[src/lieb_pkg.sv]
// Package for the link interrupt event bank: offsets, bit positions, reset values
`default_nettype none
package lieb_pkg;

  // ---------------------------------------------------------------
  // Register byte offsets
  // ---------------------------------------------------------------
  localparam logic [7:0] CHAN_LOW_SET_OFS  = 8'h78;
  localparam logic [7:0] CHAN_LOW_CLR_OFS  = 8'h7c;
  localparam logic [7:0] EVENT_SET_OFS     = 8'h80;
  localparam logic [7:0] EVENT_CLR_OFS     = 8'h84;
  localparam logic [7:0] EVENT_MASK_OFS    = 8'h88;
  localparam logic [7:0] IRQ_STAT_OFS      = 8'h90;
  localparam logic [7:0] IRQ_CLR_OFS       = 8'h94;
  localparam logic [7:0] IRQ_EN_OFS        = 8'h98;
  localparam logic [7:0] CTRL_OFS          = 8'h9c;

  // ---------------------------------------------------------------
  // Event bit positions
  // ---------------------------------------------------------------
  localparam int SOFT_BIT     = 29;
  localparam int TARDY_BIT    = 27;
  localparam int PHYREG_BIT   = 26;
  localparam int OVERRUN_BIT  = 25;
  localparam int FATAL_BIT    = 24;
  localparam int MISMATCH_BIT = 23;
  localparam int ISO_RX_BIT   = 7;
  localparam int ISO_TX_BIT   = 6;

  // Writable latched event bits (31, 30, 28 reserved)
  localparam logic [31:0] EVENT_LATCH_MASK = 32'h2f80_0000;

  // Control register fields
  localparam int CTRL_TARDY_EN_BIT = 0;
  localparam int CTRL_ROOT_EN_BIT  = 1;

  // Reset values
  localparam logic [31:0] CHAN_RESET  = 32'h0000_0000;
  localparam logic [31:0] EVENT_RESET = 32'h0000_0000;
  localparam logic [31:0] MASK_RESET  = 32'h0000_0000;

  // Interrupt status layout, one bit per hardware event plus one for the soft bit
  localparam int IRQ_W = 6;

  // Cycle timer compare fields
  typedef struct packed {
    logic [6:0]  secs;
    logic [12:0] cnt;
  } lieb_cyc_time_s;

  // Hardware event source levels
  typedef struct packed {
    logic rx_fifo_pending;
    logic phys_resp_busy;
    logic tardy_ack_sent;
    logic phy_reg_byte_arrived;
    logic cycle_overrun;
    logic fatal_stop;
    logic cycle_start_rcvd;
  } lieb_src_s;

endpackage

`default_nettype wire

[src/lieb_top.sv]
// Interrupt event bank and low isochronous receive channel mask, Wishbone slave
// ---------------------------------------------------------------
// Functional notes
// [RQ1] Channel mask bit n enables isochronous receive on channel n, zero blocks it.
// [RQ2] Channel mask has set and clear addresses; either address reads the mask.
// [RQ3] Event bit sets on source rising edge or a one written at set address.
// [RQ4] Event bit clears only by a one written at the clear address.
// [RQ5] Event read returns latched events ANDed with the event mask.
// [RQ6] Event bits 31, 30 and 28 are reserved and read zero.
// [RQ7] Bit 29 is software-only, set and cleared by software alone.
// [RQ8] Bit 27 sets when late ack enable and fifo, busy or tardy ack holds.
// [RQ9] Bit 26 sets on PHY register byte arrival; byte shown in bits 23..16. Here the byte goes only to phy_reg_data_o.
// [RQ10] With cycle root enabled, bit 25 sets when a cycle overruns 125 us.
// [RQ11] A cycle overrun event clears the cycle root enable control.
// [RQ12] Bit 24 sets when an error stops any subunit.
// [RQ13] While bit 24 is set, faulting contexts' normal events are blocked.
// [RQ14] Bit 23 sets when received cycle start time differs from local timer.
// [RQ15] Iso summary bits 7 and 6 are unlatched OR of masked context events.
// [RQ16] Zeros written at set or clear addresses, and reserved bits, change nothing.
// ---------------------------------------------------------------
//
// Local design decision: the Wishbone register port.
`timescale 1ns/1ps
`default_nettype none

module lieb_top #(
  parameter int CTX_N = 4
) (
  // Clock and reset
  input  wire logic                   clk_i,
  input  wire logic                   rst_i,
  // Wishbone slave
  input  wire logic                   wb_cyc_i,
  input  wire logic                   wb_stb_i,
  input  wire logic                   wb_we_i,
  input  wire logic [7:0]             wb_adr_i,
  input  wire logic [3:0]             wb_sel_i,
  input  wire logic [31:0]            wb_dat_i,
  output logic      [31:0]            wb_dat_o,
  output logic                        wb_ack_o,
  // Event sources
  input  wire lieb_pkg::lieb_src_s    src_i,
  input  wire logic [7:0]             phy_reg_byte_i,
  input  wire lieb_pkg::lieb_cyc_time_s rx_cycle_time_i,
  input  wire lieb_pkg::lieb_cyc_time_s local_cycle_time_i,
  input  wire logic [CTX_N-1:0]       ctx_fault_i,
  input  wire logic [CTX_N-1:0]       ctx_event_i,
  input  wire logic [31:0]            iso_rx_ctx_masked_i,
  input  wire logic [31:0]            iso_tx_ctx_masked_i,
  // Block outputs
  output logic [31:0]                 iso_rx_chan_enable_bit_o,
  output logic                        cycle_root_enable_o,
  output logic                        late_ack_event_enable_o,
  output logic [7:0]                  phy_reg_data_o,
  output logic [CTX_N-1:0]            ctx_event_o,
  output logic                        irq_o
);

  // ---------------------------------------------------------------
  // State
  // ---------------------------------------------------------------
  logic [31:0]      chan_r;
  logic [31:0]      event_r;
  logic [31:0]      mask_r;
  logic [CTX_N-1:0] fault_ctx_r;
  logic [1:0]       ctrl_r;
  logic [lieb_pkg::IRQ_W-1:0] irq_stat_r;
  logic [lieb_pkg::IRQ_W-1:0] irq_en_r;
  lieb_pkg::lieb_src_s src_q_r;
  logic [31:0]      wmask;
  logic             wr_stb;
  logic             hw_tardy;
  logic             hw_phy;
  logic             hw_over;
  logic             hw_fatal;
  logic             hw_mis;
  logic [31:0]      hw_set;
  logic [lieb_pkg::IRQ_W-1:0] hw_vec;
  logic [31:0]      rd_nxt;

  // Expand byte selects into a bit mask
  function automatic logic [31:0] sel_mask(input logic [3:0] sel);
    sel_mask = {{8{sel[3]}}, {8{sel[2]}}, {8{sel[1]}}, {8{sel[0]}}};
  endfunction

  // Test for a write at a given offset
  function automatic logic wr_at(input logic [7:0] adr, input logic [7:0] ofs, input logic stb);
    wr_at = stb && (adr == ofs);
  endfunction

  // ---------------------------------------------------------------
  // Bus handshake
  // ---------------------------------------------------------------
  // One write per request cycle without ack; a request held past ack writes again
  assign wr_stb = wb_cyc_i && wb_stb_i && wb_we_i && !wb_ack_o;
  assign wmask  = wb_dat_i & sel_mask(wb_sel_i);

  // Ack one cycle after request, dropped the next cycle
  always_ff @(posedge clk_i) begin
    if (rst_i) begin
      wb_ack_o <= 1'b0;
    end else begin
      wb_ack_o <= wb_cyc_i && wb_stb_i && !wb_ack_o;
    end
  end

  // ---------------------------------------------------------------
  // Edge detection of sources
  // ---------------------------------------------------------------
  // Last cycle's source levels; cleared by reset, so a source already high at reset release reads as an edge
  always_ff @(posedge clk_i) begin
    if (rst_i) begin
      src_q_r <= '0;
    end else begin
      src_q_r <= src_i;
    end
  end

  // Asserting edges of each event condition
  assign hw_tardy = ctrl_r[lieb_pkg::CTRL_TARDY_EN_BIT] &&                       // RQ8
                    ((src_i.rx_fifo_pending && !src_q_r.rx_fifo_pending) ||
                     (src_i.phys_resp_busy && !src_q_r.phys_resp_busy) ||
                     (src_i.tardy_ack_sent && !src_q_r.tardy_ack_sent));
  assign hw_phy   = src_i.phy_reg_byte_arrived && !src_q_r.phy_reg_byte_arrived;  // RQ9
  assign hw_over  = ctrl_r[lieb_pkg::CTRL_ROOT_EN_BIT] &&
                    src_i.cycle_overrun && !src_q_r.cycle_overrun;                // RQ10
  assign hw_fatal = src_i.fatal_stop && !src_q_r.fatal_stop;                      // RQ12
  assign hw_mis   = src_i.cycle_start_rcvd && !src_q_r.cycle_start_rcvd &&
                    (rx_cycle_time_i != local_cycle_time_i);                      // RQ14

  // Hardware set vector; bit 29 has no source
  always_comb begin
    hw_set = '0;                                                                  // RQ7
    hw_set[lieb_pkg::TARDY_BIT]    = hw_tardy;
    hw_set[lieb_pkg::PHYREG_BIT]   = hw_phy;
    hw_set[lieb_pkg::OVERRUN_BIT]  = hw_over;
    hw_set[lieb_pkg::FATAL_BIT]    = hw_fatal;
    hw_set[lieb_pkg::MISMATCH_BIT] = hw_mis;
  end

  // ---------------------------------------------------------------
  // Channel mask
  // ---------------------------------------------------------------
  // Set wins over clear in the same cycle
  always_ff @(posedge clk_i) begin
    if (rst_i) begin
      chan_r <= lieb_pkg::CHAN_RESET;
    end else if (wr_at(wb_adr_i, lieb_pkg::CHAN_LOW_SET_OFS, wr_stb)) begin
      chan_r <= chan_r | wmask;                                                    // RQ2
    end else if (wr_at(wb_adr_i, lieb_pkg::CHAN_LOW_CLR_OFS, wr_stb)) begin
      chan_r <= chan_r & ~wmask;                                                   // RQ16
    end
  end

  // ---------------------------------------------------------------
  // Event register
  // ---------------------------------------------------------------
  // Clears only by software; hardware sets win over clears
  always_ff @(posedge clk_i) begin
    if (rst_i) begin
      event_r <= lieb_pkg::EVENT_RESET;
    end else begin
      event_r <= ((event_r &
                  ~(wr_at(wb_adr_i, lieb_pkg::EVENT_CLR_OFS, wr_stb) ? wmask : 32'h0000_0000)) | // RQ4
                  (wr_at(wb_adr_i, lieb_pkg::EVENT_SET_OFS, wr_stb) ? wmask : 32'h0000_0000) |  // RQ3
                  hw_set) & lieb_pkg::EVENT_LATCH_MASK;                                          // RQ6
    end
  end

  // Event mask, plain read/write
  always_ff @(posedge clk_i) begin
    if (rst_i) begin
      mask_r <= lieb_pkg::MASK_RESET;
    end else if (wr_at(wb_adr_i, lieb_pkg::EVENT_MASK_OFS, wr_stb)) begin
      mask_r <= (mask_r & ~sel_mask(wb_sel_i)) | wmask;
    end
  end

  // Control bits; overrun drops cycle root enable
  always_ff @(posedge clk_i) begin
    if (rst_i) begin
      ctrl_r <= 2'h0;
    end else begin
      if (wr_at(wb_adr_i, lieb_pkg::CTRL_OFS, wr_stb) && wb_sel_i[0]) begin
        ctrl_r <= wb_dat_i[1:0];
      end
      // Later assignment wins: an overrun beats a write of the root bit, other bits still land
      if (hw_over) begin
        ctrl_r[lieb_pkg::CTRL_ROOT_EN_BIT] <= 1'b0;                                // RQ11
      end
    end
  end

  // Contexts that faulted are held while the fatal bit stands
  always_ff @(posedge clk_i) begin
    if (rst_i) begin
      fault_ctx_r <= '0;
    end else if (!event_r[lieb_pkg::FATAL_BIT] && !hw_fatal) begin
      fault_ctx_r <= ctx_fault_i;
    end else begin
      fault_ctx_r <= fault_ctx_r | ctx_fault_i;
    end
  end

  // Normal context events gated by fault
  always_ff @(posedge clk_i) begin
    if (rst_i) begin
      ctx_event_o <= '0;
    end else begin
      ctx_event_o <= ctx_event_i & ~(event_r[lieb_pkg::FATAL_BIT] ? fault_ctx_r : '0); // RQ13
    end
  end

  // ---------------------------------------------------------------
  // Interrupt status, enable and output
  // ---------------------------------------------------------------
  // One status bit per event: tardy, phy, overrun, fatal, mismatch, soft
  assign hw_vec = {hw_tardy, hw_phy, hw_over, hw_fatal, hw_mis,
                   wr_at(wb_adr_i, lieb_pkg::EVENT_SET_OFS, wr_stb) && wmask[lieb_pkg::SOFT_BIT]};

  // Sticky status; a new event wins over a clear in the same cycle
  always_ff @(posedge clk_i) begin
    if (rst_i) begin
      irq_stat_r <= '0;
    end else begin
      irq_stat_r <= (irq_stat_r &
                    ~(wr_at(wb_adr_i, lieb_pkg::IRQ_CLR_OFS, wr_stb) ?
                      wmask[lieb_pkg::IRQ_W-1:0] : '0)) | hw_vec;
    end
  end

  // Enable bits, written from the low byte lane
  always_ff @(posedge clk_i) begin
    if (rst_i) begin
      irq_en_r <= '0;
    end else if (wr_at(wb_adr_i, lieb_pkg::IRQ_EN_OFS, wr_stb) && wb_sel_i[0]) begin
      irq_en_r <= wb_dat_i[lieb_pkg::IRQ_W-1:0];
    end
  end

  // Level interrupt while any enabled status bit stands
  always_ff @(posedge clk_i) begin
    if (rst_i) begin
      irq_o <= 1'b0;
    end else begin
      irq_o <= |(irq_stat_r & irq_en_r);
    end
  end

  // ---------------------------------------------------------------
  // Outputs and read path
  // ---------------------------------------------------------------
  // Registered copies of mask and control bits; phy byte captured on its event
  always_ff @(posedge clk_i) begin
    if (rst_i) begin
      iso_rx_chan_enable_bit_o <= '0;
      cycle_root_enable_o      <= 1'b0;
      late_ack_event_enable_o  <= 1'b0;
      phy_reg_data_o           <= 8'h00;
    end else begin
      iso_rx_chan_enable_bit_o <= chan_r;                                          // RQ1
      cycle_root_enable_o      <= ctrl_r[lieb_pkg::CTRL_ROOT_EN_BIT];
      late_ack_event_enable_o  <= ctrl_r[lieb_pkg::CTRL_TARDY_EN_BIT];
      if (hw_phy) begin
        phy_reg_data_o <= phy_reg_byte_i;                                          // RQ9
      end
    end
  end

  // Read mux; unmapped reads zero
  always_comb begin
    rd_nxt = 32'h0000_0000;
    case (wb_adr_i)
      lieb_pkg::CHAN_LOW_SET_OFS, lieb_pkg::CHAN_LOW_CLR_OFS: rd_nxt = chan_r;   // RQ2
      lieb_pkg::EVENT_SET_OFS, lieb_pkg::EVENT_CLR_OFS: begin
        rd_nxt = event_r & mask_r & lieb_pkg::EVENT_LATCH_MASK;                   // RQ5
        rd_nxt[lieb_pkg::ISO_RX_BIT] = (|iso_rx_ctx_masked_i) & mask_r[lieb_pkg::ISO_RX_BIT]; // RQ15
        rd_nxt[lieb_pkg::ISO_TX_BIT] = (|iso_tx_ctx_masked_i) & mask_r[lieb_pkg::ISO_TX_BIT]; // RQ15
      end
      lieb_pkg::EVENT_MASK_OFS: rd_nxt = mask_r;
      lieb_pkg::IRQ_STAT_OFS:   rd_nxt = {26'h0, irq_stat_r};
      lieb_pkg::IRQ_EN_OFS:     rd_nxt = {26'h0, irq_en_r};
      lieb_pkg::CTRL_OFS:       rd_nxt = {30'h0, ctrl_r};
      default:                  rd_nxt = 32'h0000_0000;
    endcase
  end

  // Read data loaded on the request edge, standing with ack
  always_ff @(posedge clk_i) begin
    if (rst_i) begin
      wb_dat_o <= 32'h0000_0000;
    end else begin
      wb_dat_o <= rd_nxt;
    end
  end
endmodule

`default_nettype wire

[config.mk]
export PLATFORM = sky130hd
export DESIGN_NAME = lieb_top
export DESIGN_NICKNAME = d
export VERILOG_FILES = /design/src/lieb_pkg.sv /design/src/lieb_top.sv
export SDC_FILE = /design/constraint.sdc
export NUM_CORES = 1
export LEC_CHECK = 0
export ABC_AREA = 1
export BUFFER_PORTS_ARGS = -buffer_cell sky130_fd_sc_hd__buf_2
export CELL_PAD_IN_SITES_DETAIL_PLACEMENT = 1
export CELL_PAD_IN_SITES_GLOBAL_PLACEMENT = 1
export CORE_ASPECT_RATIO = 2
export CORE_MARGIN = 10
export CORE_UTILIZATION = 35
export CTS_BUF_LIST = sky130_fd_sc_hd__clkbuf_8
export DETAILED_ROUTE_END_ITERATION = 7
export PLACE_DENSITY = 0.78
export RECOVER_POWER = 100
export SYNTH_ARGS = -nofsm -noshare
export SYNTH_HDL_FRONTEND = slang
export SYNTH_SLANG_ARGS = --single-unit
[constraint.sdc]
create_clock -name clk_i -period 1.7 [get_ports clk_i]
set_input_delay 0.085 -clock clk_i [delete_from_list [all_inputs] [get_ports clk_i]]
set_output_delay 0.085 -clock clk_i [all_outputs]
set_load 0.005 [all_outputs]
==> summary.md, run 1 <==
| Metric | Value |
|---|---|
| Hold Vio Cnt, Final | `0` |
| Cts bufs inserted | `17` |
| DRT antenna net count | `0` |
| Post-Route Setup TNS | `0 ns` |
| Vias in the first global route | `8,175` |
| Worst-Skew Late Latency | `0.48 ns` |
| Slew HR | `68.18%` |
| Syn nets | `1,135` |
| Multiplexer area fraction after synthesis | `0%` |
| Clock-pin slew on the worst setup and hold paths | `0.09 ns` |
| Core footprint | `slightly below 20,000 µm²` |
| First-pass GRT wire length | `41.83 mm` |
| Wirelength per Cell | `16.95 µm` |
| Clk sinks | `approximately 180` |
| Die Y | `between 200 and 250 µm` |
| IO Pins | `256` |
| DRT Wirelength | `26.24 mm` |
| YS warnings | `0` |
| Synth Area in Simple Gates | `about a quarter` |
| Layout cells sized above 1 | `18.71%` |
| Commonest cells post-synth | `nand2_1 (211), dfxtp_1 (175), nor2_1 (165)` |
| FP Rows | `72` |
| Initial core utilization | `between 30% and 40%` |
| Synth top area cells | `dfxtp_1 (51%), nand2_1 (11%), nor2_1 (8.9%)` |
| Post-synthesis adder-cell area fraction | `0%` |
| Initial DRC Count | `240` |
| Ys flop type | `dfxtp_1` |
| DRC | `0` |
| Slew Limit Fails | `0` |
| Startpoint types | `primary input` |
| Synth area leader | `dfxtp_1` |
| Count leader, synth | `nand2_1` |
| CTS tree | `yes` |
| Fin area | `9519 µm²` |
| Worst Path Required | `2.06 ns` |
| Fraction of the yosys area taken by sequential cells | `50.62%` |
| Tot Pwr | `8.243 mW` |
| Leak | `4.043 nW` |
| Min-delay worst type | `in2reg` |
| CTS H-tree lvls | `4` |
| Final net count | `~1,500` |
| Share of flip-flops with an asynchronous set or reset | `0%` |
| Via count | `7,431` |
| Compound-Gate Fraction of Synth Area | `14.41%` |
| Kind of critical path | `in2reg` |
| Root Driver | `clkbuf_8` |
| Total gr overflow | `0` |
| Worst-margin pin slew | `0.4755 ns` |
| Largest net degree at the start of global routing | `93` |
| Arrival time worst endpoint | `1.96 ns` |
| Post-route minimum period | `approximately 1.6 ns` |
| Synth Instances | `959` |
| Die area | `26,140 µm²` |
| VDD IR max | `0.4755 mV` |
| Largest family of logic cells by synthesized area | `simple AND/OR/NAND/NOR gates` |
| Crit path max fanout | `32` |
| Post-Place Cell Area | `8576 µm²` |
| Seq cells post-synth | `~180` |
| Tcrit/Tclk final | `94.15%` |
| Power Internal | `6.290 mW` |
| Synthesis-to-layout area growth | `37.55%` |
| Total track usage | `19.96%` |
| RSZ-0062 raised after global routing | `no` |
| Fin Clk Skew | `0.01112 ns` |
| Switching Power | `between 1.5 and 2 mW` |
| XOR/XNOR Fraction of Synth Area | `about 1.0%` |
| Seq pwr share | `50.6%` |
| DP HPWL | `19.27 mm` |
| Max_cap viols | `0` |
| Antenna violations before repair | `4` |
| Input/output buffers | `255` |
| DIE WIDTH | `119.4 µm` |
| Synth unique cells | `29` |
| Max clock buf depth | `2` |
| Setup-failing EPs final | `0` |
| Max Freq | `0.6248 GHz` |
| GPL Wtd Cong | `0.8443` |
| Mapped Area | `6920 µm²` |
| Area share of the leading cell type in the synthesized netlist | `about half` |
| Worst setup EP type | `flip-flop` |
| Status | `finished, final reports clean` |
| PD cells | `865.9 nW/µm²` |
| Post-Synthesis Mean Instance Area | `7.216 µm²` |
| Via density per instance | `just under 5` |
| Switching part of the total power | `23.70%` |
| Clock power frac | `40.4%` |
| Power share of the combinational group | `9.1%` |
| Post-synth EDFFs | `0` |
| DR pass1 iterations | `4` |
layout make-up:
cell class	instances	area, µm²
flip-flops and latches	175	3503
diodes	1	2.502
multi-input cells	645	2851
well taps	259	324.1
clock buffers	18	247.7
clock inverters	14	211.5
repair buffers	336	2003
inverters	100	375.4
fillers	2535	9849
cells in the final DEF, fill, tap and decap left out, types with 2 or more instances in the layout:
| master | instances |
|---|---|
| buf_4 | 12 |
| or2_2 | 2 |
| nor2_1 | 167 |
| nor3_1 | 2 |
| clkinv_2 | 3 |
| nor3_2 | 2 |
| o21ai_0 | 91 |
| nand2_2 | 3 |
| inv_6 | 3 |
| clkbuf_2 | 3 |
| buf_2 | 176 |
| o211ai_1 | 2 |
| dfxtp_1 | 175 |
| xnor2_1 | 8 |
| nor2_4 | 3 |
| nand2_1 | 209 |
| a21oi_1 | 93 |
| nand3_1 | 48 |
| inv_2 | 2 |
| bufinv_16 | 5 |
| inv_1 | 98 |
| clkbuf_1 | 79 |
| dlygate4sd3_1 | 60 |
| a31oi_1 | 5 |
| nand4_1 | 5 |
| clkbuf_8 | 18 |
| buf_12 | 6 |
stage by stage:
step / cells / setup WS (ns) / utilization, % / hold WS, ns
after floorplan: 959 / 0.4377 / - / 0.1920
after detailed placement: 1454 / 0.007247 / 44.28 / 0.2995
after CTS: 1546 / 0.01852 / 49.75 / 0.003575
after global routing: 1548 / 0.02528 / 49.15 / 0.02211
final: 1548 / 0.09943 / 49.15 / 0.03743
after global placement: 1454 / 0.1383 / 44.28 / 0.2909
path summary, 6_finish.rpt:
path                                           startpoint                         to  slack, ns  cells after the start
worst min-delay path                          wb_sel_i[1]                  flip-flop       0.04                      3
worst max register to register        wb_ack_o$_SDFF_PP0_                  flip-flop       0.11                      7
worst min register to register  fault_ctx_r[0]$_SDFF_PP0_  ctx_event_o[0]$_SDFF_PP0_       0.44                      1
worst max-delay path                             wb_stb_i                  flip-flop        0.1                     10
timing repair:
| action | 4_1_cts | 5_1_grt |
|---|---|---|
| setup endpoints to repair | 0 | 34 |
| gates resized for setup | 0 | 6 |
| hold endpoints to repair | 99 | 0 |
| buffers inserted | 0 | 1 |
| hold buffers | 60 | 0 |
cells by family (layout without fill, tap and decap cells):
kind of cell	after synthesis	count (layout)
and+or+nand+nor	442	442
AOI/OAI and AO/OA	195	195
DFF	175	175
buffers and inverters	139	468
xor gates and xnor gates	8	8
other	0	1
power groups by stage:
stage          logic, mW  clock network [mW]  registers (mW)
6_report           0.749                3.33            4.17
2_1_floorplan      0.270                   0            4.26
3_5_place_dp       0.642                   0            4.26
3_3_place_gp       0.622                   0            4.26
5_1_grt            0.838                3.59            4.18
4_1_cts            0.757                3.43            4.17
critical path, cell delays in order:
cell and delay [ns]:
dlygate4sd3_1 0.56, buf_2 0.11, nand2_1 0.07, nor2_1 0.13, nand2_2 0.13, nor2_4 0.15, buf_12 0.22, nand3_1 0.15
o21ai_0 0.26, a21oi_1 0.08
layer usage:
metal  track usage (%)  vias to the layer above  wire (µm)
met5                 0                        -         28
met4             6.912                        6        507
met3             7.148                       38       1835
met2             37.29                      245      13950
met1             19.78                     3478       9916
li1                  -                     3664          -
(Power assumes the default switching activity.)
==> run 2, diff against run 1 <==
--- a/config.mk
+++ b/config.mk
@@ -16,4 +16,4 @@
 export DETAILED_ROUTE_END_ITERATION = 7
-export PLACE_DENSITY = 0.78
-export RECOVER_POWER = 100
+export PLACE_DENSITY = 0.84
+export RECOVER_POWER = 50
 export SYNTH_ARGS = -nofsm -noshare
--- a/constraint.sdc
+++ b/constraint.sdc
@@ -3,2 +3,2 @@
 set_output_delay 0.085 -clock clk_i [all_outputs]
-set_load 0.005 [all_outputs]
+set_load 0.1 [all_outputs]
==> run 2 against run 1 <==
  * Combinational power rose by 22%
  * Non-clock buffer count up 6
  * Routed wire length rose by 3.8%
  * Total power decreased by 1.1%
  * Highest routed layer is now met4
  * Flip-flop and latch count unchanged
  * Critical path depth fell by 3
  * Via count up 1.8%
  * Clock power fell by 7.8%
  * Final cell count rose by 0.32%
==> summary.md, run 2 (synthesis results as in run 1) <==
| Metric | Value |
|---|---|
| Max incr delay on CP | `0.34 ns (-0.22 ns)` |
| PD cells | `850.9 nW/µm² (-1.7%)` |
| Antenna violations before repair | `0 (-4)` |
| Via density per instance | `4.871 (+1.5%)` |
| Final net count | `1,457 (+0.41%)` |
| Die Y | `218.9 µm (unchanged)` |
| Total gr overflow | `0 (unchanged)` |
| Max_cap viols | `0 (unchanged)` |
| VDD IR max | `0.6493 mV (+37%)` |
| Clock power frac | `37.7% (-2.7 points)` |
| Reg2reg setup slack | `0.1 ns (about the same)` |
| Worst-Skew Late Latency | `0.48 ns (about the same)` |
| Clk sinks | `175 (unchanged)` |
| Hold Path Sink | `wb_dat_o[7]$_SDFF_PP0_` |
| Switching part of the total power | `26.71% (+3.0 points)` |
| Tcrit/Tclk final | `94.41% (+0.26 points)` |
| Total track usage | `20.56% (+0.60 points)` |
| Initial DRC Count | `291 (+21%)` |
| Leak | `4.332 nW (+7.1%)` |
| IO Pins | `256 (unchanged)` |
| Clock-pin slew on the worst setup and hold paths | `0.10 ns (about the same)` |
| Worst path cell trace | `nor2_1 > nand2_1 > inv_1 > nand2_1 > nor2_1 > o21ai_0 > a21oi_1` |
| Largest net degree at the start of global routing | `52 (-44%)` |
| Post-route minimum period | `1.605 ns (+0.004336 ns)` |
| Cts bufs inserted | `17 (unchanged)` |
| Max Freq | `0.6231 GHz (-0.27%)` |
| DRT antenna net count | `0 (unchanged)` |
| DRT Wirelength | `27.24 mm (+3.8%)` |
| Status | `finished, final reports clean` |
| Power Internal | `5.977 mW (-5.0%)` |
| Multi-input gate area | `2856 µm² (+0.18%)` |
| Initial core utilization | `35.73% (unchanged)` |
| Seq. cell area | `3505 µm² (about the same)` |
| Core footprint | `19,370 µm² (unchanged)` |
| Setup-failing EPs final | `0 (unchanged)` |
| Slew HR | `24.65% (-44 points)` |
| ANT cells | `0 (-1)` |
| Seq pwr share | `51.2% (+0.6 points)` |
| Fill cell count | `2,515 (-0.79%)` |
| Switching Power | `2.178 mW (+11%)` |
| GPL Wtd Cong | `0.9053 (+7.2%)` |
| DRC | `0 (unchanged)` |
| Layout cells sized above 1 | `24.81% (+6.1 points)` |
| Hold Vio Cnt, Final | `0 (unchanged)` |
| Hold Path Stages | `7 (+4)` |
| Tot Pwr | `8.154 mW (-1.1%)` |
| Vias in the first global route | `8,300 (+1.5%)` |
| Via count | `7,564 (+1.8%)` |
| Input/output buffers | `255 (unchanged)` |
| Min-delay worst type | `in2reg` |
| Worst-margin pin slew | `1.130 ns (+0.6548 ns)` |
| R2R Path Start | `wb_ack_o$_SDFF_PP0_` |
| CTS tree | `yes` |
| Worst hold start | `iso_rx_ctx_masked_i[24]` |
| Most frequent cells in the layout | `buf_2 (221), nand2_1 (210), dfxtp_1 (174)` |
| Startpoint types | `flip-flop` |
| Worst Path Required | `2.11 ns (+0.05 ns)` |
| Reg2reg path depth | `7 (unchanged)` |
| CTS H-tree lvls | `4 (unchanged)` |
| Crit path max fanout | `5 (-84%)` |
| DR pass1 iterations | `4 (unchanged)` |
| Slew Limit Fails | `0 (unchanged)` |
| Max clock buf depth | `2 (unchanged)` |
| Post-Route Setup TNS | `0 ns (unchanged)` |
| Slowest-stage cell, CP | `dfxtp_2` |
| Wirelength per Cell | `17.54 µm (+3.5%)` |
| Die area | `26,140 µm² (unchanged)` |
| Power share of the combinational group | `11.2% (+2.1 points)` |
| FP Rows | `72 (unchanged)` |
| Fin Clk Skew | `0.01290 ns (+0.001776 ns)` |
| Kind of critical path | `reg2reg` |
| First-pass GRT wire length | `42.83 mm (+2.4%)` |
| Most common cell after layout, fill and taps aside | `buf_2` |
| Synthesis-to-layout area growth | `38.47%` |
| Post-CTS setup buffer count | `0 (unchanged)` |
| DP HPWL | `19.99 mm (+3.7%)` |
| RSZ-0062 raised after global routing | `yes` |
| Arrival time worst endpoint | `2.02 ns (+0.06 ns)` |
| Root Driver | `clkbuf_8` |
| Worst setup EP type | `flip-flop` |
| DIE WIDTH | `119.4 µm (unchanged)` |
run 2: changes by cell type in the layout (fill, tap and decap cells not counted), sizes merged:
cell | before | now
diode | 1 | 0
clkbuf | 100 | 55
clkinv | 5 | 6
dlygate4sd3 | 60 | 65
inv | 103 | 104
bufinv | 5 | 3
clkinvlp | 1 | 2
buf | 194 | 239
run 2: what timing repair did:
item	in CTS	in global routing
pin swaps	0	0
hold buffers	65	0
resized for setup	1	1
hold endpoints to repair	97	0
gates cloned	0	0
endpoints found under the setup margin	8	11
run 2: layer usage:
metal / global-route usage [%] / vias to the layer above / wire length, µm
li1: - / 3678 / -
met1: 19.85 / 3557 / 9990
met2: 38.68 / 270 / 14610
met3: 6.377 / 59 / 1658
met4: 9.458 / 0 / 976
met5: 0 / - / 0
run 2: cell type report:
class | instances | share of cell area, %
clock buffers | 17 | 2.442
clock inverters | 15 | 1.893
inverters | 100 | 3.917
multi-input cells | 645 | 29.81
flip-flops and latches | 175 | 36.57
well taps | 259 | 3.382
repair buffers | 342 | 21.99
run 2: through the flow:
stage          util, %  hold slack, ns  instance area (µm²)  std cells  setup slack, ns
6_report         49.48         0.02460                 9583       1553          0.09510
5_1_grt          49.48         0.02551                 9583       1553         -0.02661
4_1_cts          49.70        0.002884                 9625       1553          0.08540
3_5_place_dp     44.17          0.3062                 8554       1456         -0.05642
3_3_place_gp     44.17          0.2913                 8554       1456          0.07596
2_1_floorplan        -          0.1920                 6922        959           0.1756
run 2: critical path: cells and delay by family (launching register included):
family	cells	cell delay (ns)
AO/OA/AOI/OAI	2	0.33
buffers and inverters	1	0.22
flip-flops	1	0.34
AND/OR/NAND/NOR	4	0.65
run 2: how the worst max path moves through the flow:
| stage | startpoint | to | depth (start not counted) |
|---|---|---|---|
| CTS | wb_ack_o$_SDFF_PP0_ | flip-flop | 7 |
| global placement | wb_adr_i[6] | flip-flop | 10 |
| floorplan | wb_ack_o$_SDFF_PP0_ | flip-flop | 7 |
| detailed placement | wb_adr_i[1] | flip-flop | 10 |
| global route | wb_ack_o$_SDFF_PP0_ | irq_stat_r[2]$_SDFF_PP0_ | 6 |
| finish | wb_ack_o$_SDFF_PP0_ | flip-flop | 7 |
run 2: power groups by stage:
stage / combinational (mW) / sequential, mW / clock (mW)
detailed placement: 0.787 / 4.27 / 0
global placement: 0.764 / 4.26 / 0
finish: 0.912 / 4.17 / 3.07
global route: 0.998 / 4.18 / 3.33
floorplan: 0.270 / 4.41 / 0
CTS: 0.913 / 4.17 / 3.13
